===== src/include/adcm_pkg.sv =====
// constants shared by the converter mode configuration port
// assumes a single 40 MHz core clock samples every pin
package adcm_pkg;

  // serial frame shape
  localparam logic [4:0] ADCM_FRAME_BITS = 5'h10; // bits taken per frame
  localparam logic [4:0] ADCM_HDR_LAST   = 5'h07; // count before last hdr bit
  localparam logic [4:0] ADCM_DATA_LAST  = 5'h0F; // count before last bit
  localparam logic [4:0] ADCM_RD_FIRST   = 5'h08; // first count of read data
  localparam int         ADCM_RW_POS     = 15;    // read/write flag position
  localparam int         ADCM_ADDR_MSB   = 14;    // address field top
  localparam int         ADCM_ADDR_LSB   = 8;     // address field bottom

  // register addresses
  localparam logic [6:0] ADCM_ADDR_SOFT_RESET   = 7'h00;
  localparam logic [6:0] ADCM_ADDR_POWER_STATE  = 7'h01;
  localparam logic [6:0] ADCM_ADDR_CLOCK_TIMING = 7'h02;
  localparam logic [6:0] ADCM_ADDR_DRIVER_MODE  = 7'h03;
  localparam logic [6:0] ADCM_ADDR_SAMPLE_FMT   = 7'h04;
  localparam logic [7:0] ADCM_REG_RESET_VAL     = 8'h00;
  localparam logic [7:0] ADCM_SOFT_RESET_READ   = 8'h00; // value is arbitrary

  // field positions
  localparam int ADCM_SRST_BIT      = 7; // soft reset request
  localparam int ADCM_CLK_INV_BIT   = 3; // out_clock_invert
  localparam int ADCM_DUTY_BIT      = 0; // duty_stabilizer_enable
  localparam int ADCM_TERM_BIT      = 3; // internal_term_enable
  localparam int ADCM_OUT_DIS_BIT   = 2; // output_disable
  localparam int ADCM_ALT_POL_BIT   = 2; // alt_polarity_enable
  localparam int ADCM_SCRAMBLE_BIT  = 1; // scramble_enable
  localparam int ADCM_SIGNED_BIT    = 0; // signed_format_select

  // power states
  localparam logic [1:0] ADCM_PWR_NORMAL = 2'h0;
  localparam logic [1:0] ADCM_PWR_NAP    = 2'h2;
  localparam logic [1:0] ADCM_PWR_SLEEP  = 2'h3;

  // output interface codes
  localparam logic [1:0] ADCM_IF_CMOS_FULL = 2'h0;
  localparam logic [1:0] ADCM_IF_LVDS_DDR  = 2'h1;
  localparam logic [2:0] ADCM_DRIVE_3P5MA  = 3'h0; // default drive code

  // test pattern codes
  localparam logic [2:0] ADCM_TP_OFF     = 3'h0;
  localparam logic [2:0] ADCM_TP_ZEROS   = 3'h1;
  localparam logic [2:0] ADCM_TP_ONES    = 3'h3;
  localparam logic [2:0] ADCM_TP_CHECKER = 3'h5;
  localparam logic [2:0] ADCM_TP_ALTERN  = 3'h7;
  localparam logic [15:0] ADCM_ODD_MASK   = 16'hAAAA; // odd data bits
  localparam logic [15:0] ADCM_CHECK_WORD = 16'h5555; // checker phase 0

endpackage : adcm_pkg


===== src/include/adcm_fmt_if.sv =====
// format settings passed from the register bank to the sample formatter
// assumes both ends run on the core clock
`timescale 1ns/10ps
`default_nettype none
interface adcm_fmt_if;
  logic [2:0] test_pattern_field;  // test pattern select
  logic       alt_polarity_enable; // invert odd bits
  logic       scramble_enable;     // xor with lsb
  logic       signed_format_select; // two's complement
  modport cfg (output test_pattern_field, alt_polarity_enable,
               scramble_enable, signed_format_select);
  modport fmt (input test_pattern_field, alt_polarity_enable,
               scramble_enable, signed_format_select);
endinterface : adcm_fmt_if
`default_nettype wire


===== src/core/adcm_cfg_port.sv =====
// mode configuration port: parallel straps or serial register access
// assumes all pins are asynchronous to clock_i and sck is far slower
//
// What this block does
// RULE1 - strap high makes pins static mode inputs
// RULE2 - parallel: chip select sets duty stabilizer
// RULE3 - parallel: sck picks full cmos or lvds
// RULE4 - parallel: sdi/sdo pair sets power state
// RULE5 - strap low makes pins a serial port
// RULE6 - chip select low to high frames transaction
// RULE7 - sample first sixteen rising sck edges only
// RULE8 - word: rw flag, seven address, eight data
// RULE9 - rw low writes data to address
// RULE10 - rw high shifts register out, no write
// RULE11 - host issues soft reset first after power
// RULE12 - reset bit clears registers, forces sleep briefly
// RULE13 - power register low bits select state
// RULE14 - timing bit3 inverts clock, bit0 stabilizer
// RULE15 - timing bits two:one delay output clock
// RULE16 - host enables stabilizer when delay nonzero
// RULE17 - driver bits six:four set drive current
// RULE18 - driver bit3 termination, doubled current
// RULE19 - driver bit2 puts outputs high impedance
// RULE20 - driver bits one:zero choose interface
// RULE21 - format bits five:three select test pattern
// RULE22 - alternate polarity forces offset binary
// RULE23 - format bit1 scrambles, bit0 two's complement
// RULE24 - scrambler xors upper bits with lsb
// RULE25 - alternate polarity inverts odd data bits
// RULE26 - test pattern overrides all formatting
// RULE27 - writes outside known addresses change nothing
`timescale 1ns/10ps
`default_nettype none
module adcm_cfg_port
  import adcm_pkg::*;
(
  // clock and reset
  input  wire logic        clock_i,
  input  wire logic        reset_n_i,
  // mode pins
  input  wire logic        interface_select_strap_i,
  input  wire logic        chip_select_n_i,
  input  wire logic        sck_i,
  input  wire logic        sdi_i,
  input  wire logic        sdo_i,
  output logic             sdo_o,
  output logic             sdo_oe_o,
  // sample path
  input  wire logic        sample_valid_i,
  input  wire logic [15:0] sample_data_i,
  input  wire logic        overrange_flag_i,
  output logic      [15:0] data_o,
  output logic             overrange_flag_o,
  output logic             data_oe_o,
  // mode outputs
  output logic             duty_stabilizer_enable_o,
  output logic      [1:0]  output_interface_field_o,
  output logic      [2:0]  diff_drive_current_field_o,
  output logic             internal_term_enable_o,
  output logic      [1:0]  power_state_field_o,
  output logic             out_clock_invert_o,
  output logic      [1:0]  out_clock_delay_field_o
);

  // rising edge from a synchronised level and its previous copy
  function automatic logic edge_up(input logic prev, input logic cur);
    edge_up = !prev && cur;
  endfunction : edge_up

  // synchronisers, stage one feeds stage two only
  logic strap_s1_reg, strap_s2_reg;
  logic cs_s1_reg,    cs_s2_reg,  cs_prev_reg;
  logic sck_s1_reg,   sck_s2_reg, sck_prev_reg;
  logic sdi_s1_reg,   sdi_s2_reg;
  logic sdo_s1_reg,   sdo_s2_reg;

  // serial engine state
  logic [4:0]  bit_cnt_reg,  bit_cnt_next;  // rising edges taken
  logic [15:0] shift_reg,    shift_next;    // received bits
  logic [7:0]  rd_reg,       rd_next;       // readback shifter
  logic        rd_act_reg,   rd_act_next;   // read data phase
  logic        srst_reg,     srst_next;     // soft reset in force
  logic [7:0]  mode_reg  [1:4];             // mode registers by address
  logic [7:0]  mode_next [1:4];

  // registered outputs
  logic        sdo_oe_reg,   sdo_oe_next;
  logic        duty_reg,     duty_next;
  logic [1:0]  iface_reg,    iface_next;
  logic [2:0]  drive_reg,    drive_next;
  logic        term_reg,     term_next;
  logic [1:0]  power_reg,    power_next;
  logic        inv_reg,      inv_next;
  logic [1:0]  delay_reg,    delay_next;
  logic        oe_reg,       oe_next;

  // decoded events
  logic        serial_mode;  // strap low
  logic        cs_fall;      // frame start
  logic        cs_rise;      // frame end
  logic        sck_rise;
  logic        sck_fall;
  logic [15:0] word;         // shift register with the new bit
  logic [6:0]  addr;         // address of the finished word

  assign serial_mode = !strap_s2_reg; // [RULE1] [RULE5]
  assign cs_fall     = edge_up(cs_s2_reg, cs_prev_reg);
  assign cs_rise     = edge_up(cs_prev_reg, cs_s2_reg);
  assign sck_rise    = edge_up(sck_prev_reg, sck_s2_reg);
  assign sck_fall    = edge_up(sck_s2_reg, sck_prev_reg);
  assign word        = {shift_reg[14:0], sdi_s2_reg};
  assign addr        = word[ADCM_ADDR_MSB:ADCM_ADDR_LSB];

  // two-flop sampling of every pin
  always_ff @(posedge clock_i or negedge reset_n_i)
  begin
    if (!reset_n_i)
    begin
      strap_s1_reg <= 1'b0;
      strap_s2_reg <= 1'b0;
      cs_s1_reg    <= 1'b1;
      cs_s2_reg    <= 1'b1;
      cs_prev_reg  <= 1'b1;
      sck_s1_reg   <= 1'b0;
      sck_s2_reg   <= 1'b0;
      sck_prev_reg <= 1'b0;
      sdi_s1_reg   <= 1'b0;
      sdi_s2_reg   <= 1'b0;
      sdo_s1_reg   <= 1'b0;
      sdo_s2_reg   <= 1'b0;
    end
    else
    begin
      strap_s1_reg <= interface_select_strap_i;
      strap_s2_reg <= strap_s1_reg;
      cs_s1_reg    <= chip_select_n_i;
      cs_s2_reg    <= cs_s1_reg;
      cs_prev_reg  <= cs_s2_reg;
      sck_s1_reg   <= sck_i;
      sck_s2_reg   <= sck_s1_reg;
      sck_prev_reg <= sck_s2_reg;
      sdi_s1_reg   <= sdi_i;
      sdi_s2_reg   <= sdi_s1_reg;
      sdo_s1_reg   <= sdo_i;
      sdo_s2_reg   <= sdo_s1_reg;
    end
  end

  // serial engine and register writes
  always_comb
  begin
    bit_cnt_next = bit_cnt_reg;
    shift_next   = shift_reg;
    rd_next      = rd_reg;
    rd_act_next  = rd_act_reg;
    srst_next    = srst_reg;
    mode_next    = mode_reg;
    if (!serial_mode)
    begin
      // pins are straps, port idle
      bit_cnt_next = '0;
      rd_act_next  = 1'b0;
      srst_next    = 1'b0;
    end
    else if (cs_fall)
    begin
      bit_cnt_next = '0; // [RULE6]
      rd_act_next  = 1'b0;
    end
    else if (!cs_s2_reg && sck_rise && bit_cnt_reg < ADCM_FRAME_BITS) // [RULE7]
    begin
      shift_next   = word; // [RULE8]
      bit_cnt_next = bit_cnt_reg + 5'h01;
      // header done: load the addressed register for readback
      if (bit_cnt_reg == ADCM_HDR_LAST && word[7])
      begin
        rd_act_next = 1'b1; // [RULE10]
        unique case (word[6:0])
          ADCM_ADDR_SOFT_RESET:   rd_next = ADCM_SOFT_RESET_READ; // [RULE12]
          ADCM_ADDR_POWER_STATE:  rd_next = mode_reg[1];
          ADCM_ADDR_CLOCK_TIMING: rd_next = mode_reg[2];
          ADCM_ADDR_DRIVER_MODE:  rd_next = mode_reg[3];
          ADCM_ADDR_SAMPLE_FMT:   rd_next = mode_reg[4];
          default:                rd_next = ADCM_REG_RESET_VAL;
        endcase
      end
      // sixteenth bit of a write frame
      if (bit_cnt_reg == ADCM_DATA_LAST && !word[ADCM_RW_POS]) // [RULE9]
      begin
        if (addr == ADCM_ADDR_SOFT_RESET)
        begin
          if (word[ADCM_SRST_BIT])
          begin
            srst_next = 1'b1; // [RULE12]
            for (int i = 1; i <= 4; i++)
              mode_next[i] = ADCM_REG_RESET_VAL;
          end
        end
        else if (addr <= ADCM_ADDR_SAMPLE_FMT) // [RULE27]
          mode_next[addr[2:0]] = word[7:0];
      end
    end
    else if (!cs_s2_reg && sck_fall && rd_act_reg && bit_cnt_reg > ADCM_RD_FIRST)
      rd_next = {rd_reg[6:0], 1'b0}; // next data bit after falling edge
    // frame end: reset bit self-clears, readback stops
    if (serial_mode && cs_rise)
    begin
      rd_act_next = 1'b0; // [RULE6]
      srst_next   = 1'b0; // [RULE12]
    end
  end

  // mode outputs from straps or registers
  always_comb
  begin
    sdo_oe_next = 1'b0;
    oe_next     = 1'b1;
    if (!serial_mode)
    begin
      duty_next  = cs_s2_reg; // [RULE2]
      iface_next = sck_s2_reg ? ADCM_IF_LVDS_DDR : ADCM_IF_CMOS_FULL; // [RULE3]
      drive_next = ADCM_DRIVE_3P5MA;
      term_next  = 1'b0;
      power_next = {sdi_s2_reg, sdo_s2_reg}; // [RULE4]
      inv_next   = 1'b0;
      delay_next = 2'h0;
    end
    else
    begin
      // open drain: enable pulls low for a zero bit
      sdo_oe_next = rd_act_next && !cs_s2_reg && !rd_next[7]; // [RULE10]
      duty_next   = mode_next[2][ADCM_DUTY_BIT]; // [RULE14]
      inv_next    = mode_next[2][ADCM_CLK_INV_BIT];
      delay_next  = mode_next[2][2:1]; // [RULE15]
      drive_next  = mode_next[3][6:4]; // [RULE17]
      term_next   = mode_next[3][ADCM_TERM_BIT]; // [RULE18]
      oe_next     = !mode_next[3][ADCM_OUT_DIS_BIT]; // [RULE19]
      iface_next  = mode_next[3][1:0]; // [RULE20]
      // soft reset holds sleep until the frame ends
      power_next  = srst_next ? ADCM_PWR_SLEEP : mode_next[1][1:0]; // [RULE13]
    end
  end

  // register engine state and outputs
  always_ff @(posedge clock_i or negedge reset_n_i)
  begin
    if (!reset_n_i)
    begin
      bit_cnt_reg <= '0;
      shift_reg   <= '0;
      rd_reg      <= '0;
      rd_act_reg  <= 1'b0;
      srst_reg    <= 1'b0;
      for (int i = 1; i <= 4; i++)
        mode_reg[i] <= ADCM_REG_RESET_VAL;
      sdo_oe_reg  <= 1'b0;
      duty_reg    <= 1'b0;
      iface_reg   <= ADCM_IF_CMOS_FULL;
      drive_reg   <= ADCM_DRIVE_3P5MA;
      term_reg    <= 1'b0;
      power_reg   <= ADCM_PWR_NORMAL;
      inv_reg     <= 1'b0;
      delay_reg   <= 2'h0;
      oe_reg      <= 1'b1;
    end
    else
    begin
      bit_cnt_reg <= bit_cnt_next;
      shift_reg   <= shift_next;
      rd_reg      <= rd_next;
      rd_act_reg  <= rd_act_next;
      srst_reg    <= srst_next;
      mode_reg    <= mode_next;
      sdo_oe_reg  <= sdo_oe_next;
      duty_reg    <= duty_next;
      iface_reg   <= iface_next;
      drive_reg   <= drive_next;
      term_reg    <= term_next;
      power_reg   <= power_next;
      inv_reg     <= inv_next;
      delay_reg   <= delay_next;
      oe_reg      <= oe_next;
    end
  end

  // format settings to the formatter
  adcm_fmt_if fmt_bus ();
  assign fmt_bus.test_pattern_field   = mode_reg[4][5:3]; // [RULE21]
  assign fmt_bus.alt_polarity_enable  = mode_reg[4][ADCM_ALT_POL_BIT];
  assign fmt_bus.scramble_enable      = mode_reg[4][ADCM_SCRAMBLE_BIT];
  assign fmt_bus.signed_format_select = mode_reg[4][ADCM_SIGNED_BIT];

  adcm_fmt u_fmt (
    .clock_i          (clock_i),
    .reset_n_i        (reset_n_i),
    .cfg              (fmt_bus.fmt),
    .sample_valid_i   (sample_valid_i),
    .sample_data_i    (sample_data_i),
    .overrange_flag_i (overrange_flag_i),
    .data_o           (data_o),
    .overrange_flag_o (overrange_flag_o)
  );

  // pin and mode outputs
  assign sdo_o                      = 1'b0;
  assign sdo_oe_o                   = sdo_oe_reg;
  assign data_oe_o                  = oe_reg;
  assign duty_stabilizer_enable_o   = duty_reg;
  assign output_interface_field_o   = iface_reg;
  assign diff_drive_current_field_o = drive_reg;
  assign internal_term_enable_o     = term_reg;
  assign power_state_field_o        = power_reg;
  assign out_clock_invert_o         = inv_reg;
  assign out_clock_delay_field_o    = delay_reg;
endmodule : adcm_cfg_port
`default_nettype wire


===== src/core/adcm_fmt.sv =====
// sample formatter: test patterns, two's complement, scrambler, polarity
// assumes offset binary samples with a one-cycle valid on the core clock
`timescale 1ns/10ps
`default_nettype none
module adcm_fmt
  import adcm_pkg::*;
(
  // clock and reset
  input  wire logic        clock_i,
  input  wire logic        reset_n_i,
  // settings
  adcm_fmt_if.fmt          cfg,
  // sample in
  input  wire logic        sample_valid_i,
  input  wire logic [15:0] sample_data_i,
  input  wire logic        overrange_flag_i,
  // sample out
  output logic      [15:0] data_o,
  output logic             overrange_flag_o
);

  logic [15:0] data_reg,  data_next;   // formatted word
  logic        of_reg,    of_next;     // formatted overrange flag
  logic        phase_reg, phase_next;  // alternates per sample
  logic [15:0] word;                   // working value

  // next sample word
  always_comb
  begin
    data_next  = data_reg;
    of_next    = of_reg;
    phase_next = phase_reg;
    word       = sample_data_i;
    if (sample_valid_i)
    begin
      phase_next = ~phase_reg;
      // signed form only without alternate polarity
      if (cfg.signed_format_select && !cfg.alt_polarity_enable) // [RULE22]
        word[15] = ~word[15]; // [RULE23]
      if (cfg.scramble_enable)
        word[15:1] = word[15:1] ^ {15{word[0]}}; // [RULE24]
      if (cfg.alt_polarity_enable)
        word = word ^ ADCM_ODD_MASK; // [RULE25]
      data_next = word;
      of_next   = overrange_flag_i;
      // pattern overrides all formatting
      unique case (cfg.test_pattern_field) // [RULE26]
        ADCM_TP_ZEROS:
        begin
          data_next = '0; // [RULE21]
          of_next   = 1'b0;
        end
        ADCM_TP_ONES:
        begin
          data_next = '1;
          of_next   = 1'b1;
        end
        ADCM_TP_CHECKER:
        begin
          data_next = phase_reg ? ~ADCM_CHECK_WORD : ADCM_CHECK_WORD;
          of_next   = ~phase_reg;
        end
        ADCM_TP_ALTERN:
        begin
          data_next = {16{phase_reg}};
          of_next   = phase_reg;
        end
        default: ; // off and unused codes pass formatted data
      endcase
    end
  end

  // register the sample
  always_ff @(posedge clock_i or negedge reset_n_i)
  begin
    if (!reset_n_i)
    begin
      data_reg  <= '0;
      of_reg    <= 1'b0;
      phase_reg <= 1'b0;
    end
    else
    begin
      data_reg  <= data_next;
      of_reg    <= of_next;
      phase_reg <= phase_next;
    end
  end

  assign data_o           = data_reg;
  assign overrange_flag_o = of_reg;
endmodule : adcm_fmt
`default_nettype wire


===== config.mk =====
export PLATFORM = sky130hd
export DESIGN_NAME = adcm_cfg_port
export DESIGN_NICKNAME = d
export VERILOG_FILES = /design/src/include/adcm_pkg.sv /design/src/include/adcm_fmt_if.sv /design/src/core/adcm_cfg_port.sv /design/src/core/adcm_fmt.sv
export SDC_FILE = /design/constraint.sdc
export NUM_CORES = 1
export LEC_CHECK = 0
export BUFFER_PORTS_ARGS = -buffer_cell sky130_fd_sc_hd__buf_2
export CAP_MARGIN = 10
export CORE_MARGIN = 5
export CORE_UTILIZATION = 48
export CTS_CLUSTER_DIAMETER = 200
export DETAILED_ROUTE_END_ITERATION = 8
export PLACE_DENSITY = 0.71
export RECOVER_POWER = 100
export SYNTH_ARGS = -nofsm -noshare
export SYNTH_HDL_FRONTEND = slang
export SYNTH_SLANG_ARGS = --single-unit
export TNS_END_PERCENT = 30

===== constraint.sdc =====
create_clock -name clock_i -period 2.7 [get_ports clock_i]
set_input_delay 0.27 -clock clock_i [delete_from_list [all_inputs] [get_ports clock_i]]
set_output_delay 0.27 -clock clock_i [all_outputs]
set_load 0.05 [all_outputs]

## Word-level counts from Yosys, hierarchy flattened

Cells that the tools add are included.
Widths: inputs -> output; s select.

| word-level totals | value |
|---|---|
| register bits | 106 |
| latch bits | 0 |
| RAM bits | 0 |
| bits in read-only memories | 0 |
| output and inout port bits | 32 |
| word-level logic and storage cells | 144 |
| memories | 0 |

| cells by class | value |
|---|---|
| $add $sub $neg | 1 |
| multipliers | 0 |
| divide/modulo/power cells | 0 |
| $lt $le $gt $ge | 5 |
| equality and inequality tests | 12 |
| shift operators | 0 |
| multiplexer cells | 50 |
| bitwise logic cells | 7 |
| reductions and logical operators | 32 |

Operators with widths:

| kind | number |
|---|---|
| $mux 26 | 4 |
| $mux 32 | 3 |
| $pmux 16 s4 | 1 |
| $mux 8 | 6 |
| $bwmux 32 | 1 |
| $mux 16 | 2 |
| $pmux 8 s4 | 1 |
| $mux 15 | 2 |
| $demux 8 s3 | 1 |
| $mux 1 | 20 |
| $logic_and 1x1->1 | 16 |
| $mux 5 | 3 |
| $xor 15x15->15 | 1 |
| $eq 7x2->1 const B | 2 |
| $logic_not 1->1 | 9 |
| $mux 2 | 4 |
| $not 8->8 | 1 |
| $eq 7x1->1 const B | 1 |
| $eq 7x3->1 const B | 1 |
| $le 7x3->1 const B | 1 |
| $logic_not 7->1 | 1 |
| $eq 3x3->1 const B | 2 |
| $reduce_and 6->1 | 1 |
| $add 5x1->5 const B | 1 |
| 18 further kinds | 22 |

## Depth between registers and ports, before layout

Gate-level depths: netlist of run 1.

| logic depth | value |
|---|---|
| word-level depth | 14 |
| mapped depth | 10 |
| gate-level depth less buffers | 8 |

## Modules after synthesis

Synthesis of run 1 repeated with hierarchy kept, for this count alone.

| second synthesis, totals | value |
|---|---|
| cell total of the unflattened synthesis | 515 |
| area, all modules | 5357.6 sq um |

Modules (own cells, without submodules):

| module | instances | cells each | area each (sq um) | sequential area each (sq um) |
|---|---|---|---|---|
| adcm_cfg_port | 1 | 409 | 4229.1 | 2207.1 |
| adcm_fmt | 1 | 106 | 1128.6 | 450.4 |

## Least setup slack after synthesis of run 1

OpenSTA, ideal clock, no wires.

| timing | value |
|---|---|
| path type | reg-to-reg |
| from | reg bit_cnt_reg[0] |
| to | reg mode_reg[26] (netlist name) |
| data arrival time | 2.064 ns |
| required time | 2.574 ns |
| setup slack | 0.511 ns |
| cell stages (with the launch flop) | 10 |
| buffers on the path | 1 |
| cells stage by stage | dfrtp_1 -> ha_1 -> and3_1 -> ha_1 -> nor2b_1 -> nand4_2 -> or4b_4 -> buf_2 -> nand2_1 -> o21ai_0 |

| between the ends | value |
|---|---|
| cells in the longest elaborated chain, start to end | 3 |

Ends and longest elaborated chain:

| element | RTL line | RTL |
|---|---|---|
| start: declaration | adcm_cfg_port.sv:78 | `logic [4:0] bit_cnt_reg, bit_cnt_next;` |
| start signal: assignment | adcm_cfg_port.sv:268 | `bit_cnt_reg <= bit_cnt_next;` |
| $lt 5x5->1 or $eq 5x4->1 (tied branches) | adcm_cfg_port.sv:170, adcm_cfg_port.sv:188 |  |
| $logic_and 1x1->1, on equally long branches | adcm_cfg_port.sv:170, adcm_cfg_port.sv:188 |  |
| $reduce_and 6->1 (no line) * | - |  |
| end signal: assignment | adcm_cfg_port.sv:273 | `mode_reg <= mode_next;` |
| end: declaration | adcm_cfg_port.sv:83 | `logic [7:0] mode_reg [1:4];` |

Mark *: on every way between the ends. The rest lies on a longest branch, timed or not.
A chain may end at the register's enable or synchronous reset.

==> metrics.md, run 1 <==
| Metric | Value |
|---|---|
| CP most frequent cell | ha_1 |
| WS Path Type | reg -> reg |
| CTS Buf Count | 9 |
| Arr. time, crit path | 2.71 ns |
| CP Cell Sequence | ha_1 > and3_1 > ha_1 > nor2b_1 > nand4_1 > or4b_4 > a32o_1 |
| Mapped Area | 4840 µm² |
| Row cnt | 36 |
| Layout Skew | 0.0118 ns |
| Seq/Total Area, Yosys | 0.549 |
| Final Hold Viols | 0 |
| Max Freq | 409 MHz |
| I/O Buffers | 55 |
| Total gr overflow | 0 |
| Area grow syn2layout | 13.0% |
| First-pass GRT wire length | 18600 µm |
| Period utilisation layout | 0.906 |
| RSZ-0062 raised after global routing | false |
| Share of the synthesized area in the top cell type | 0.528 |
| Skew-Pair Late Insertion Delay | 0.37 ns |
| Startpoint types | flop |
| DPL Wire Length | 7850 µm |
| Starting Density | 0.493 |
| Leak | 2.37 nW |
| Number of flip-flops in the largest register | 26 |
| Distinct cell type count after synthesis | 54 |
| Max Cap Violations | 0 |
| Nets | 539 |
| Clk sinks | 106 |
| Status | completed |
| WL per Instance | 16.9 µm |
| CP required | 2.97 ns |
| Gp weighted congestion | 0.888 |
| Max clock buf depth | 2 |
| Slew HR | 0.226 |
| Placed Area | 5300 µm² |
| Asr flop ratio synth | 1.00 |
| Post-layout minimum cycle time | 2.45 ns |
| Synth area leaders | dfrtp_1 (53%), nand2_1 (4.4%), o22a_1 (3.8%) |
| Syn nets | 479 |
| Vias | 3599 |
| Power Total | 3.04 mW |
| Maximum VDD drop | 0.334 mV |
| Average size of a mapped cell | 10.7 µm² |
| Root Buffer | clkbuf_8 |
| Final Max Tran Viols | 0 |
| Total negative setup slack | 0 ns |
| Final Instance Area | 5470 µm² |
| Register bit total from synthesis | 106 |
| Initial DRC count | 315 |
| Via density | 5.55 |
| Vias in the first global route | 3592 |
| Initial antenna violation count | 0 |
| Syn Inst Count | 451 |
| Antenna diodes | 0 |
| Finish-stage setup viols | 0 |
| Critical Path Slowest Stage Cell | or4b_4 |
| DRC | 0 |
| Cts hold-fix bufs | 6 |
| CP peak stage delay | 0.69 ns |
| Synth area leader | dfrtp_1 |
| Die W | 110 µm |
| Core Region | 9820 µm² |
| H-tree Lvls | 3 |
| Reg clk slew, reported paths | 0.09 ns |
| Number of I/O pins | 57 |
| Initial DRT Pass Iterations | 5 |
| PwrDens | 555 nW/µm² |
| Remaining antenna violation count | 0 |
| Crit Path Max Fanout | 14 |
| Crit. End Element | flop |
| Setup slack on the worst flop-to-flop path | 0.25 ns |
| Die Span Y | 110 µm |
| Least-Margin Pin Slew | 1.16 ns |
| GRT Overall Usage | 0.185 |
| Layout cell share with drive strength beyond 1 | 0.149 |
| Post-CTS resize count | 0 |
| EDFF count, synth | 0 |
| Top FF cell, synth | dfrtp_1 |
| Drt total wl | 11000 µm |
| WHS | 0.169 ns |
| Largest net degree at the start of global routing | 60 |
| Finished Core Util | 0.557 |
| CTS tree | done |
| FILL cells | 919 |
| Setup Fix Bufs, Post-CTS | 0 |
| Yosys synthesis warning count | 0 |
| Die area | 12200 µm² |
| Min-delay worst type | in -> reg |
[kinds of logic after synthesis]
kind of cell / synth area share
adders and majority gates: 0.00776
AOI/OAI and AO/OA: 0.162
and+or+nand+nor: 0.157
other: 0.000775
DFF: 0.549
muxes: 0.0577
buffers and inverters: 0.0274
xor gates and xnor gates: 0.0380
[layout by cell type, fill, tap and decap left out, types with 10 or more instances in the layout]
| cell type | instances |
|---|---|
| a21oi_1 | 13 |
| a22o_1 | 18 |
| buf_2 | 23 |
| buf_4 | 10 |
| clkbuf_1 | 37 |
| dfrtp_1 | 102 |
| mux2_2 | 15 |
| mux2i_1 | 11 |
| nand2_1 | 57 |
| nor2_1 | 48 |
| o21ai_0 | 24 |
| o22a_1 | 21 |
| xor2_1 | 18 |
[report_power, final]
group	switching (mW)	internal (mW)	total (mW)
sequential	0.0647	1.64	1.71
clock	0.521	0.426	0.948
combinational	0.264	0.116	0.380
total	0.851	2.19	3.04
[metrics by stage]
| stage | worst slack (ns) | std cells |
|---|---|---|
| floorplan | 0.511 | 451 |
| global placement | 0.405 | 627 |
| detailed placement | 0.359 | 627 |
| CTS | 0.321 | 649 |
| global route | 0.0964 | 649 |
| finish | 0.254 | 649 |
[worst paths after layout]
kind | from | to | cells after the start
min reg2reg | strap_s1_reg | strap_s2_reg | 0
max reg2reg | bit_cnt_reg[0] | mode_reg[25] | 7
max in group asynchronous | reset_n_i | u_fmt.data_o[6] | 3
min in group asynchronous | reset_n_i | power_state_field_o[1] | 2
max | bit_cnt_reg[0] | mode_reg[25] | 7
min | overrange_flag_i | u_fmt.overrange_flag_o | 3
[area by class of cell]
| type | count | area, µm² | area share |
|---|---|---|---|
| inverters | 6 | 22.5 | 0.00412 |
| clock inverters | 5 | 55.1 | 0.0101 |
| repair buffers | 76 | 394 | 0.0721 |
| multi-input cells | 312 | 2040 | 0.373 |
| well taps | 133 | 166 | 0.0304 |
| flip-flops and latches | 106 | 2660 | 0.486 |
| clock buffers | 11 | 131 | 0.0240 |
[cells in the mapped netlist (2+ instances only)]
cell type and instances:
a211oi_1 2, a21oi_1 13, a221o_1 6, a22o_1 18, a22oi_1 9, a31o_2 2, a32o_1 2, and3_1 4
buf_1 2, buf_2 4, clkbuf_1 20, dfrtp_1 102, dfstp_2 4, ha_1 3, inv_1 6, mux2_2 15
mux2i_1 11, nand2_1 57, nand2b_1 4, nand3_1 4, nand4_1 2, nand4b_1 2, nor2_1 47, nor2b_1 7
nor3_1 8, nor4_1 3, o2111ai_1 2, o21a_1 2, o21ai_0 18, o21ai_1 6, o22a_1 21, or3_1 2
or3b_2 2, or4_1 2, xnor2_1 3, xor2_1 18
[routing by layer]
| metal | routed length [µm] | GRT usage | up-vias |
|---|---|---|---|
| met1 | 5190 | 0.255 | 1789 |
| met4 | 145 | 0.0476 | 0 |
| li1 | - | - | 1720 |
| met2 | 5180 | 0.287 | 74 |
| met5 | 0 | 0 | - |
| met3 | 483 | 0.0542 | 16 |
[worst max-delay path, delay by kind of cell, from the launching register on]
kind	cells	cell delay, ns
AOI/OAI and AO/OA	1	0.25
adders and majority gates	2	0.33
DFF	1	0.40
and+or+nand+nor	4	1.35
(Power assumes the default switching activity.)
==> run 2, diff against run 1 <==
==> constraint.sdc (replaced) <==
create_clock -name clock_i -period 2.36 [get_ports clock_i]
set_input_delay 0.236 -clock clock_i [delete_from_list [all_inputs] [get_ports clock_i]]
set_output_delay 0.236 -clock clock_i [all_outputs]
set_load 0.05 [all_outputs]
==> run 2 against run 1 <==
Effect of this change:
- setup slack lost 0.12 ns
- highest routed layer unchanged
- sequential power grew 14%
- first-iteration DRC count shrank 17%
- critical path depth shrank 3
- final area grew 2.5%
- largest cell class unchanged
- wire length grew 0.25%
- clock skew grew 0.0047 ns
- global-route usage grew 0.40 points
- sequential share of layout area shrank 1.2 points
- total power grew 21%
- largest power group unchanged
- combinational power grew 18%
==> metrics.md, run 2 (synthesized netlist as in run 1, its figures left out) <==
| Metric | Value |
|---|---|
| WHS Endpoint | u_fmt.overrange_flag_o (unchanged) |
| First-pass GRT wire length | 19000 µm (was 18600 µm) |
| Drt total wl | 11000 µm (about the same) |
| Finish-stage setup viols | 0 (unchanged) |
| Largest net degree at the start of global routing | 107 (was 60) |
| Slew HR | 0.0616 (was 0.226) |
| DRC | 0 (unchanged) |
| Placed Area | 5370 µm² (was 5300 µm²) |
| Skew-Pair Late Insertion Delay | 0.38 ns (was 0.37 ns) |
| Status | completed (unchanged) |
| Max clock buf depth | 2 (unchanged) |
| FILL cells | 884 (was 919) |
| Clk sinks | 106 (unchanged) |
| Layout Skew | 0.0164 ns (was 0.0118 ns) |
| Vias | 3733 (was 3599) |
| CTS tree | done (unchanged) |
| I/O Buffers | 55 (unchanged) |
| Starting Density | 0.493 (unchanged) |
| Commonest non-fill, non-tap cell in the layout | dfrtp_1 (unchanged) |
| Setup Fix Bufs, Post-CTS | 0 (unchanged) |
| Hold depth | 3 (unchanged) |
| Die area | 12200 µm² (unchanged) |
| Reg clk slew, reported paths | 0.09 ns (about the same) |
| Arr. time, crit path | 2.48 ns (was 2.71 ns) |
| H-tree Lvls | 3 (unchanged) |
| CTS Buf Count | 9 (unchanged) |
| Post-layout minimum cycle time | 2.23 ns (was 2.45 ns) |
| Setup WS pre-CTS | 0.0419 ns (was 0.359 ns) |
| Min-delay worst type | in -> reg (unchanged) |
| Die Span Y | 110 µm (unchanged) |
| Finished Layout Cells | 658 (was 649) |
| Total gr overflow | 0 (unchanged) |
| Final Max Tran Viols | 0 (unchanged) |
| Number of I/O pins | 57 (unchanged) |
| Crit Path Max Fanout | 9 (was 14) |
| Antenna diodes | 0 (unchanged) |
| PwrDens | 654 nW/µm² (was 555 nW/µm²) |
| Crit. End Element | flop (unchanged) |
| Remaining antenna violation count | 0 (unchanged) |
| GRT Overall Usage | 0.189 (was 0.185) |
| Final Hold Viols | 0 (unchanged) |
| Root Buffer | clkbuf_8 (unchanged) |
| Initial DRT Pass Iterations | 5 (unchanged) |
| Final Instance Area | 5600 µm² (was 5470 µm²) |
| Max Cap Violations | 0 (unchanged) |
| Initial antenna violation count | 0 (unchanged) |
| Most frequent cells in the layout | dfrtp_1 (102), nand2_1 (57), nor2_1 (48), clkbuf_1 (33), o21ai_0 (24) (was dfrtp_1 (102), nand2_1 (57), nor2_1 (48), clkbuf_1 (37), o21ai_0 (24)) |
| Vias in the first global route | 3741 (was 3592) |
| Area grow syn2layout | 15.8% (was 13.0%) |
| Number of flip-flops in the largest register | 26 (unchanged) |
| Period utilisation layout | 0.943 (was 0.906) |
| Total negative setup slack | 0 ns (unchanged) |
| Nets | 548 (was 539) |
| WS Path Type | reg -> reg (unchanged) |
| Die W | 110 µm (unchanged) |
| CP required | 2.62 ns (was 2.97 ns) |
| Worst R2R End | rd_reg[2] (was mode_reg[25]) |
| Placed Instances | 636 (was 627) |
| Reg2reg start | cs_s2_reg (was bit_cnt_reg[0]) |
| DPL Wire Length | 7750 µm (was 7850 µm) |
| Hold Crit Start | overrange_flag_i (unchanged) |
| Maximum VDD drop | 0.263 mV (was 0.334 mV) |
| Setup slack on the worst flop-to-flop path | 0.13 ns (was 0.25 ns) |
| Leak | 2.45 nW (was 2.37 nW) |
| Via density | 5.67 (was 5.55) |
| R2r worst-path depth | 4 (was 7) |
| WL per Instance | 16.8 µm (was 16.9 µm) |
| Startpoint types | flop (unchanged) |
| Core Region | 9820 µm² (unchanged) |
| Initial DRC count | 261 (was 315) |
| Max Freq | 449 MHz (was 409 MHz) |
| Gp weighted congestion | 0.975 (was 0.888) |
| Setup ws final | 0.134 ns (was 0.254 ns) |
| Row cnt | 36 (unchanged) |
| Least-Margin Pin Slew | 1.41 ns (was 1.16 ns) |
| Layout cell share with drive strength beyond 1 | 0.179 (was 0.149) |
| RSZ-0062 raised after global routing | false (unchanged) |
-- run 2: critical path, cell delays in order, from the launching register on --
cell,delay [ns]
dfstp_2,0.43
or4b_2,0.74
nor2_1,0.32
a21oi_1,0.27
a221o_1,0.35
-- run 2: final cells by class --
type / count / area [µm²] / share of cell area
clock buffer: 12 / 155 / 0.0277
clock inverter: 4 / 75.1 / 0.0134
inverter: 6 / 22.5 / 0.00402
multi-input combinational: 312 / 2060 / 0.367
sequential: 106 / 2660 / 0.474
tap: 133 / 166 / 0.0297
timing repair buffer: 85 / 468 / 0.0835
-- run 2: metal layers --
layer	GRT usage	wire length (µm)	vias up
li1	-	-	1739
met1	0.267	5000	1857
met2	0.285	5190	117
met3	0.0443	633	20
met4	0.0681	201	0
met5	0	0	-
-- run 2: report_power, final --
group | total, mW | switching (mW) | leakage, nW | internal [mW]
clock | 1.26 | 0.609 | 0.109 | 0.656
combinational | 0.448 | 0.312 | 0.949 | 0.136
sequential | 1.95 | 0.0720 | 1.39 | 1.88
total | 3.66 | 0.992 | 2.45 | 2.67
-- run 2: what timing repair did --
action / CTS / global route
endpoints found under the setup margin: 0 / 25
hold buffers: 6 / 0
resized for setup: 0 / 3
endpoints found under the hold margin: 107 / 0
-- run 2: how the worst max path moves through the flow --
stage	slack [ns]	to	start	cells past startpoint
floorplan	0.17	mode_reg[26]	bit_cnt_reg[0]	9
global placement	0.09	duty_stabilizer_enable_o	bit_cnt_reg[0]	8
detailed placement	0.04	duty_stabilizer_enable_o	bit_cnt_reg[0]	8
CTS	0.01	duty_stabilizer_enable_o	bit_cnt_reg[0]	8
global route	0.01	output_interface_field_o[1]	bit_cnt_reg[0]	9
finish	0.13	rd_reg[2]	cs_s2_reg	4
-- run 2: through the flow --
| step | utilization | hold slack (ns) | total power, mW |
|---|---|---|---|
| floorplan | - | -0.0596 | 2.27 |
| global placement | 0.546 | 0.334 | 2.43 |
| detailed placement | 0.546 | 0.337 | 2.44 |
| CTS | 0.576 | 0.125 | 3.70 |
| global route | 0.571 | 0.127 | 3.82 |
| finish | 0.571 | 0.134 | 3.66 |
==> run 3, diff against run 2 <==
--- a/config.mk
+++ b/config.mk
@@ -5,13 +5,13 @@
 export SDC_FILE = /design/constraint.sdc
 export NUM_CORES = 1
 export LEC_CHECK = 0
+export ABC_AREA = 1
 export BUFFER_PORTS_ARGS = -buffer_cell sky130_fd_sc_hd__buf_2
 export CAP_MARGIN = 10
-export CORE_MARGIN = 5
 export CORE_UTILIZATION = 48
 export CTS_CLUSTER_DIAMETER = 200
 export DETAILED_ROUTE_END_ITERATION = 8
-export PLACE_DENSITY = 0.71
+export PLACE_DENSITY = 0.7
 export RECOVER_POWER = 100
 export SYNTH_ARGS = -nofsm -noshare
 export SYNTH_HDL_FRONTEND = slang
==> run 3 against run 2 <==
Effect of this change:
- combinational power is 15% higher
- maximum frequency is 3.5% higher
- synthesized area is 13% higher
- clock skew is 0.010 ns lower
- via count is 33% higher
- register-to-register slack better by 0.08 ns
- clock power is 31% higher
- wire length is 25% higher
- final area is 13% higher
- non-clock buffer count is 10 lower
- die area is 2.6% lower
- global-route usage is 6.3 points higher
- critical path type unchanged
- largest cell class unchanged
- largest power group unchanged
==> metrics.md, run 3 <==
| Metric | Value |
|---|---|
| Least-Margin Pin Slew | 1.03 ns (was 1.41 ns) |
| Post-layout minimum cycle time | 2.15 ns (was 2.23 ns) |
| Slew HR | 0.313 (was 0.0616) |
| Max clock buf depth | 2 (unchanged) |
| Largest net degree at the start of global routing | 62 (was 107) |
| Remaining antenna violation count | 0 (unchanged) |
| Initial antenna violation count | 0 (unchanged) |
| Arr. time, crit path | 2.44 ns (was 2.48 ns) |
| Syn Inst Count | 689 (was 451) |
| Synth area leaders | dfrtp_1 (47%), nand2_1 (17%), inv_1 (3.3%) (was dfrtp_1 (53%), nand2_1 (4.4%), o22a_1 (3.8%)) |
| Finish-stage setup viols | 0 (unchanged) |
| Final Instance Area | 6340 µm² (was 5600 µm²) |
| Layout cell share with drive strength beyond 1 | 0.152 (was 0.179) |
| RSZ-0062 raised after global routing | false (unchanged) |
| Mapped Area | 5490 µm² (was 4840 µm²) |
| Core Region | 11000 µm² (was 9820 µm²) |
| I/O Buffers | 55 (unchanged) |
| CP required | 2.65 ns (was 2.62 ns) |
| Vias | 4970 (was 3733) |
| Top FF cell, synth | dfrtp_1 (unchanged) |
| CTS Buf Count | 9 (unchanged) |
| Asr flop ratio synth | 1.00 (unchanged) |
| Area grow syn2layout | 15.5% (was 15.8%) |
| Most frequent cells in the layout | nand2_1 (247), dfrtp_1 (102), inv_1 (50), nor2_1 (40), clkbuf_1 (33) (was dfrtp_1 (102), nand2_1 (57), nor2_1 (48), clkbuf_1 (33), o21ai_0 (24)) |
| Initial DRC count | 368 (was 261) |
| Gp weighted congestion | 0.902 (was 0.975) |
| WHS | 0.139 ns (was 0.134 ns) |
| Max Freq | 465 MHz (was 449 MHz) |
| Number of I/O pins | 57 (unchanged) |
| Root Buffer | clkbuf_16 (was clkbuf_8) |
| Placed Area | 5930 µm² (was 5370 µm²) |
| Min-delay worst type | in -> reg (unchanged) |
| Seq/Total Area, Yosys | 0.484 (was 0.549) |
| Max Cap Violations | 0 (unchanged) |
| Crit Path Max Fanout | 22 (was 9) |
| Layout Skew | 0.00639 ns (was 0.0164 ns) |
| Vias in the first global route | 4783 (was 3741) |
| Drt total wl | 13800 µm (was 11000 µm) |
| Total gr overflow | 0 (unchanged) |
| PwrDens | 649 nW/µm² (was 654 nW/µm²) |
| Yosys synthesis warning count | 0 (unchanged) |
| DPL Wire Length | 9820 µm (was 7750 µm) |
| CTS tree | done (unchanged) |
| GRT Overall Usage | 0.252 (was 0.189) |
| Startpoint types | flop (unchanged) |
| Final Max Tran Viols | 0 (unchanged) |
| Maximum VDD drop | 0.317 mV (was 0.263 mV) |
| Register bit total from synthesis | 106 (unchanged) |
| Via density | 5.52 (was 5.67) |
| Die area | 11900 µm² (was 12200 µm²) |
| Reg clk slew, reported paths | 0.07 ns (was 0.09 ns) |
| Die W | 109 µm (was 110 µm) |
| Crit. End Element | flop (unchanged) |
| H-tree Lvls | 3 (unchanged) |
| Synth top cells by count | nand2_1 (247), dfrtp_1 (102), inv_1 (48) (was dfrtp_1 (102), nand2_1 (57), nor2_1 (47)) |
| First-pass GRT wire length | 22900 µm (was 19000 µm) |
| Share of the synthesized area in the top cell type | 0.465 (was 0.528) |
| Antenna diodes | 0 (unchanged) |
| FILL cells | 968 (was 884) |
| Starting Density | 0.500 (was 0.493) |
| Row cnt | 38 (was 36) |
| Most common cell in the synthesized netlist | nand2_1 (was dfrtp_1) |
| Final Hold Viols | 0 (unchanged) |
| Average size of a mapped cell | 7.97 µm² (was 10.7 µm²) |
| Commonest non-fill, non-tap cell in the layout | nand2_1 (was dfrtp_1) |
| Leak | 3.01 nW (was 2.45 nW) |
| Distinct cell type count after synthesis | 46 (was 54) |
| Number of flip-flops in the largest register | 26 (unchanged) |
| EDFF count, synth | 0 (unchanged) |
| Synth area leader | dfrtp_1 (unchanged) |
| WL per Instance | 15.3 µm (was 16.8 µm) |
| DRC | 0 (unchanged) |
| Total negative setup slack | 0 ns (unchanged) |
| Clk sinks | 106 (unchanged) |
| Syn nets | 717 (was 479) |
| Nets | 784 (was 548) |
| Skew-Pair Late Insertion Delay | 0.34 ns (was 0.38 ns) |
| Status | completed (unchanged) |
| Initial DRT Pass Iterations | 6 (was 5) |
| WS Path Type | reg -> reg (unchanged) |
| Die Span Y | 109 µm (was 110 µm) |
| Period utilisation layout | 0.911 (was 0.943) |
## run 3: cell type report
| cell class | count | area (µm²) | area share |
|---|---|---|---|
| clock buffers | 12 | 256 | 0.0404 |
| flip-flops and latches | 106 | 2660 | 0.419 |
| multi-input cells | 489 | 2490 | 0.392 |
| clock inverters | 4 | 73.8 | 0.0116 |
| well taps | 140 | 175 | 0.0276 |
| inverters | 75 | 282 | 0.0444 |
| repair buffers | 75 | 408 | 0.0643 |
## run 3: worst paths after layout
| check | from | to | slack [ns] | cells after the start |
|---|---|---|---|---|
| worst max-delay path | cs_s2_reg | duty_stabilizer_enable_o | 0.21 | 9 |
| worst min-delay path | overrange_flag_i | u_fmt.overrange_flag_o | 0.14 | 3 |
| worst max register to register | cs_s2_reg | duty_stabilizer_enable_o | 0.21 | 9 |
| worst min register to register | strap_s1_reg | strap_s2_reg | 0.35 | 0 |
| max in group asynchronous | reset_n_i | data_oe_o | 0.84 | 3 |
| min in group asynchronous | reset_n_i | u_fmt.data_o[7] | 0.61 | 2 |
## run 3: kinds of logic (layout without fill, tap and decap cells)
kind of cell	after synthesis	count (layout)	share of synthesized area
flops	106	106	0.484
xor+xnor	11	11	0.0176
fa+ha+maj	3	3	0.00684
mux	1	1	0.00182
buf+inv	95	166	0.0684
simple gates	349	350	0.271
compound gates	123	123	0.149
other cells	1	1	0.000683
## run 3: what timing repair did
item | CTS | global route
hold buffers | 6 | 0
gates resized for setup | 0 | 8
endpoints found under the setup margin | 0 | 22
hold endpoints to repair | 44 | 0
setup buffers | 0 | 5
## run 3: stage by stage
stage | power [mW] | instances | setup slack [ns] | util
6_report | 4.11 | 901 | 0.210 | 0.577
5_1_grt | 4.26 | 901 | 0.00860 | 0.577
4_1_cts | 4.15 | 895 | 0.122 | 0.575
3_5_place_dp | 2.50 | 873 | 0.185 | 0.540
3_3_place_gp | 2.49 | 873 | 0.272 | 0.540
2_1_floorplan | 2.32 | 689 | 0.349 | -
## run 3: power breakdown
group / switching (mW) / internal [mW]
clock: 0.664 / 0.989
combinational: 0.391 / 0.123
sequential: 0.0523 / 1.90
## run 3: worst max-delay path: stages (launching register included)
cell      delay, ns
dfstp_1        0.57
inv_2          0.09
nand2_1        0.11
nand2_2        0.12
nor2_4         0.27
clkbuf_2       0.38
nand2_1        0.16
o22ai_1        0.22
o21ai_0        0.11
inv_1          0.06
## run 3: routing by layer
metal / wire length, µm / global-route usage / vias to the layer above
met5: 0 / 0 / -
met4: 352 / 0.0936 / 0
met3: 860 / 0.0311 / 31
met2: 6610 / 0.409 / 180
met1: 5960 / 0.347 / 2375
li1: - / - / 2384
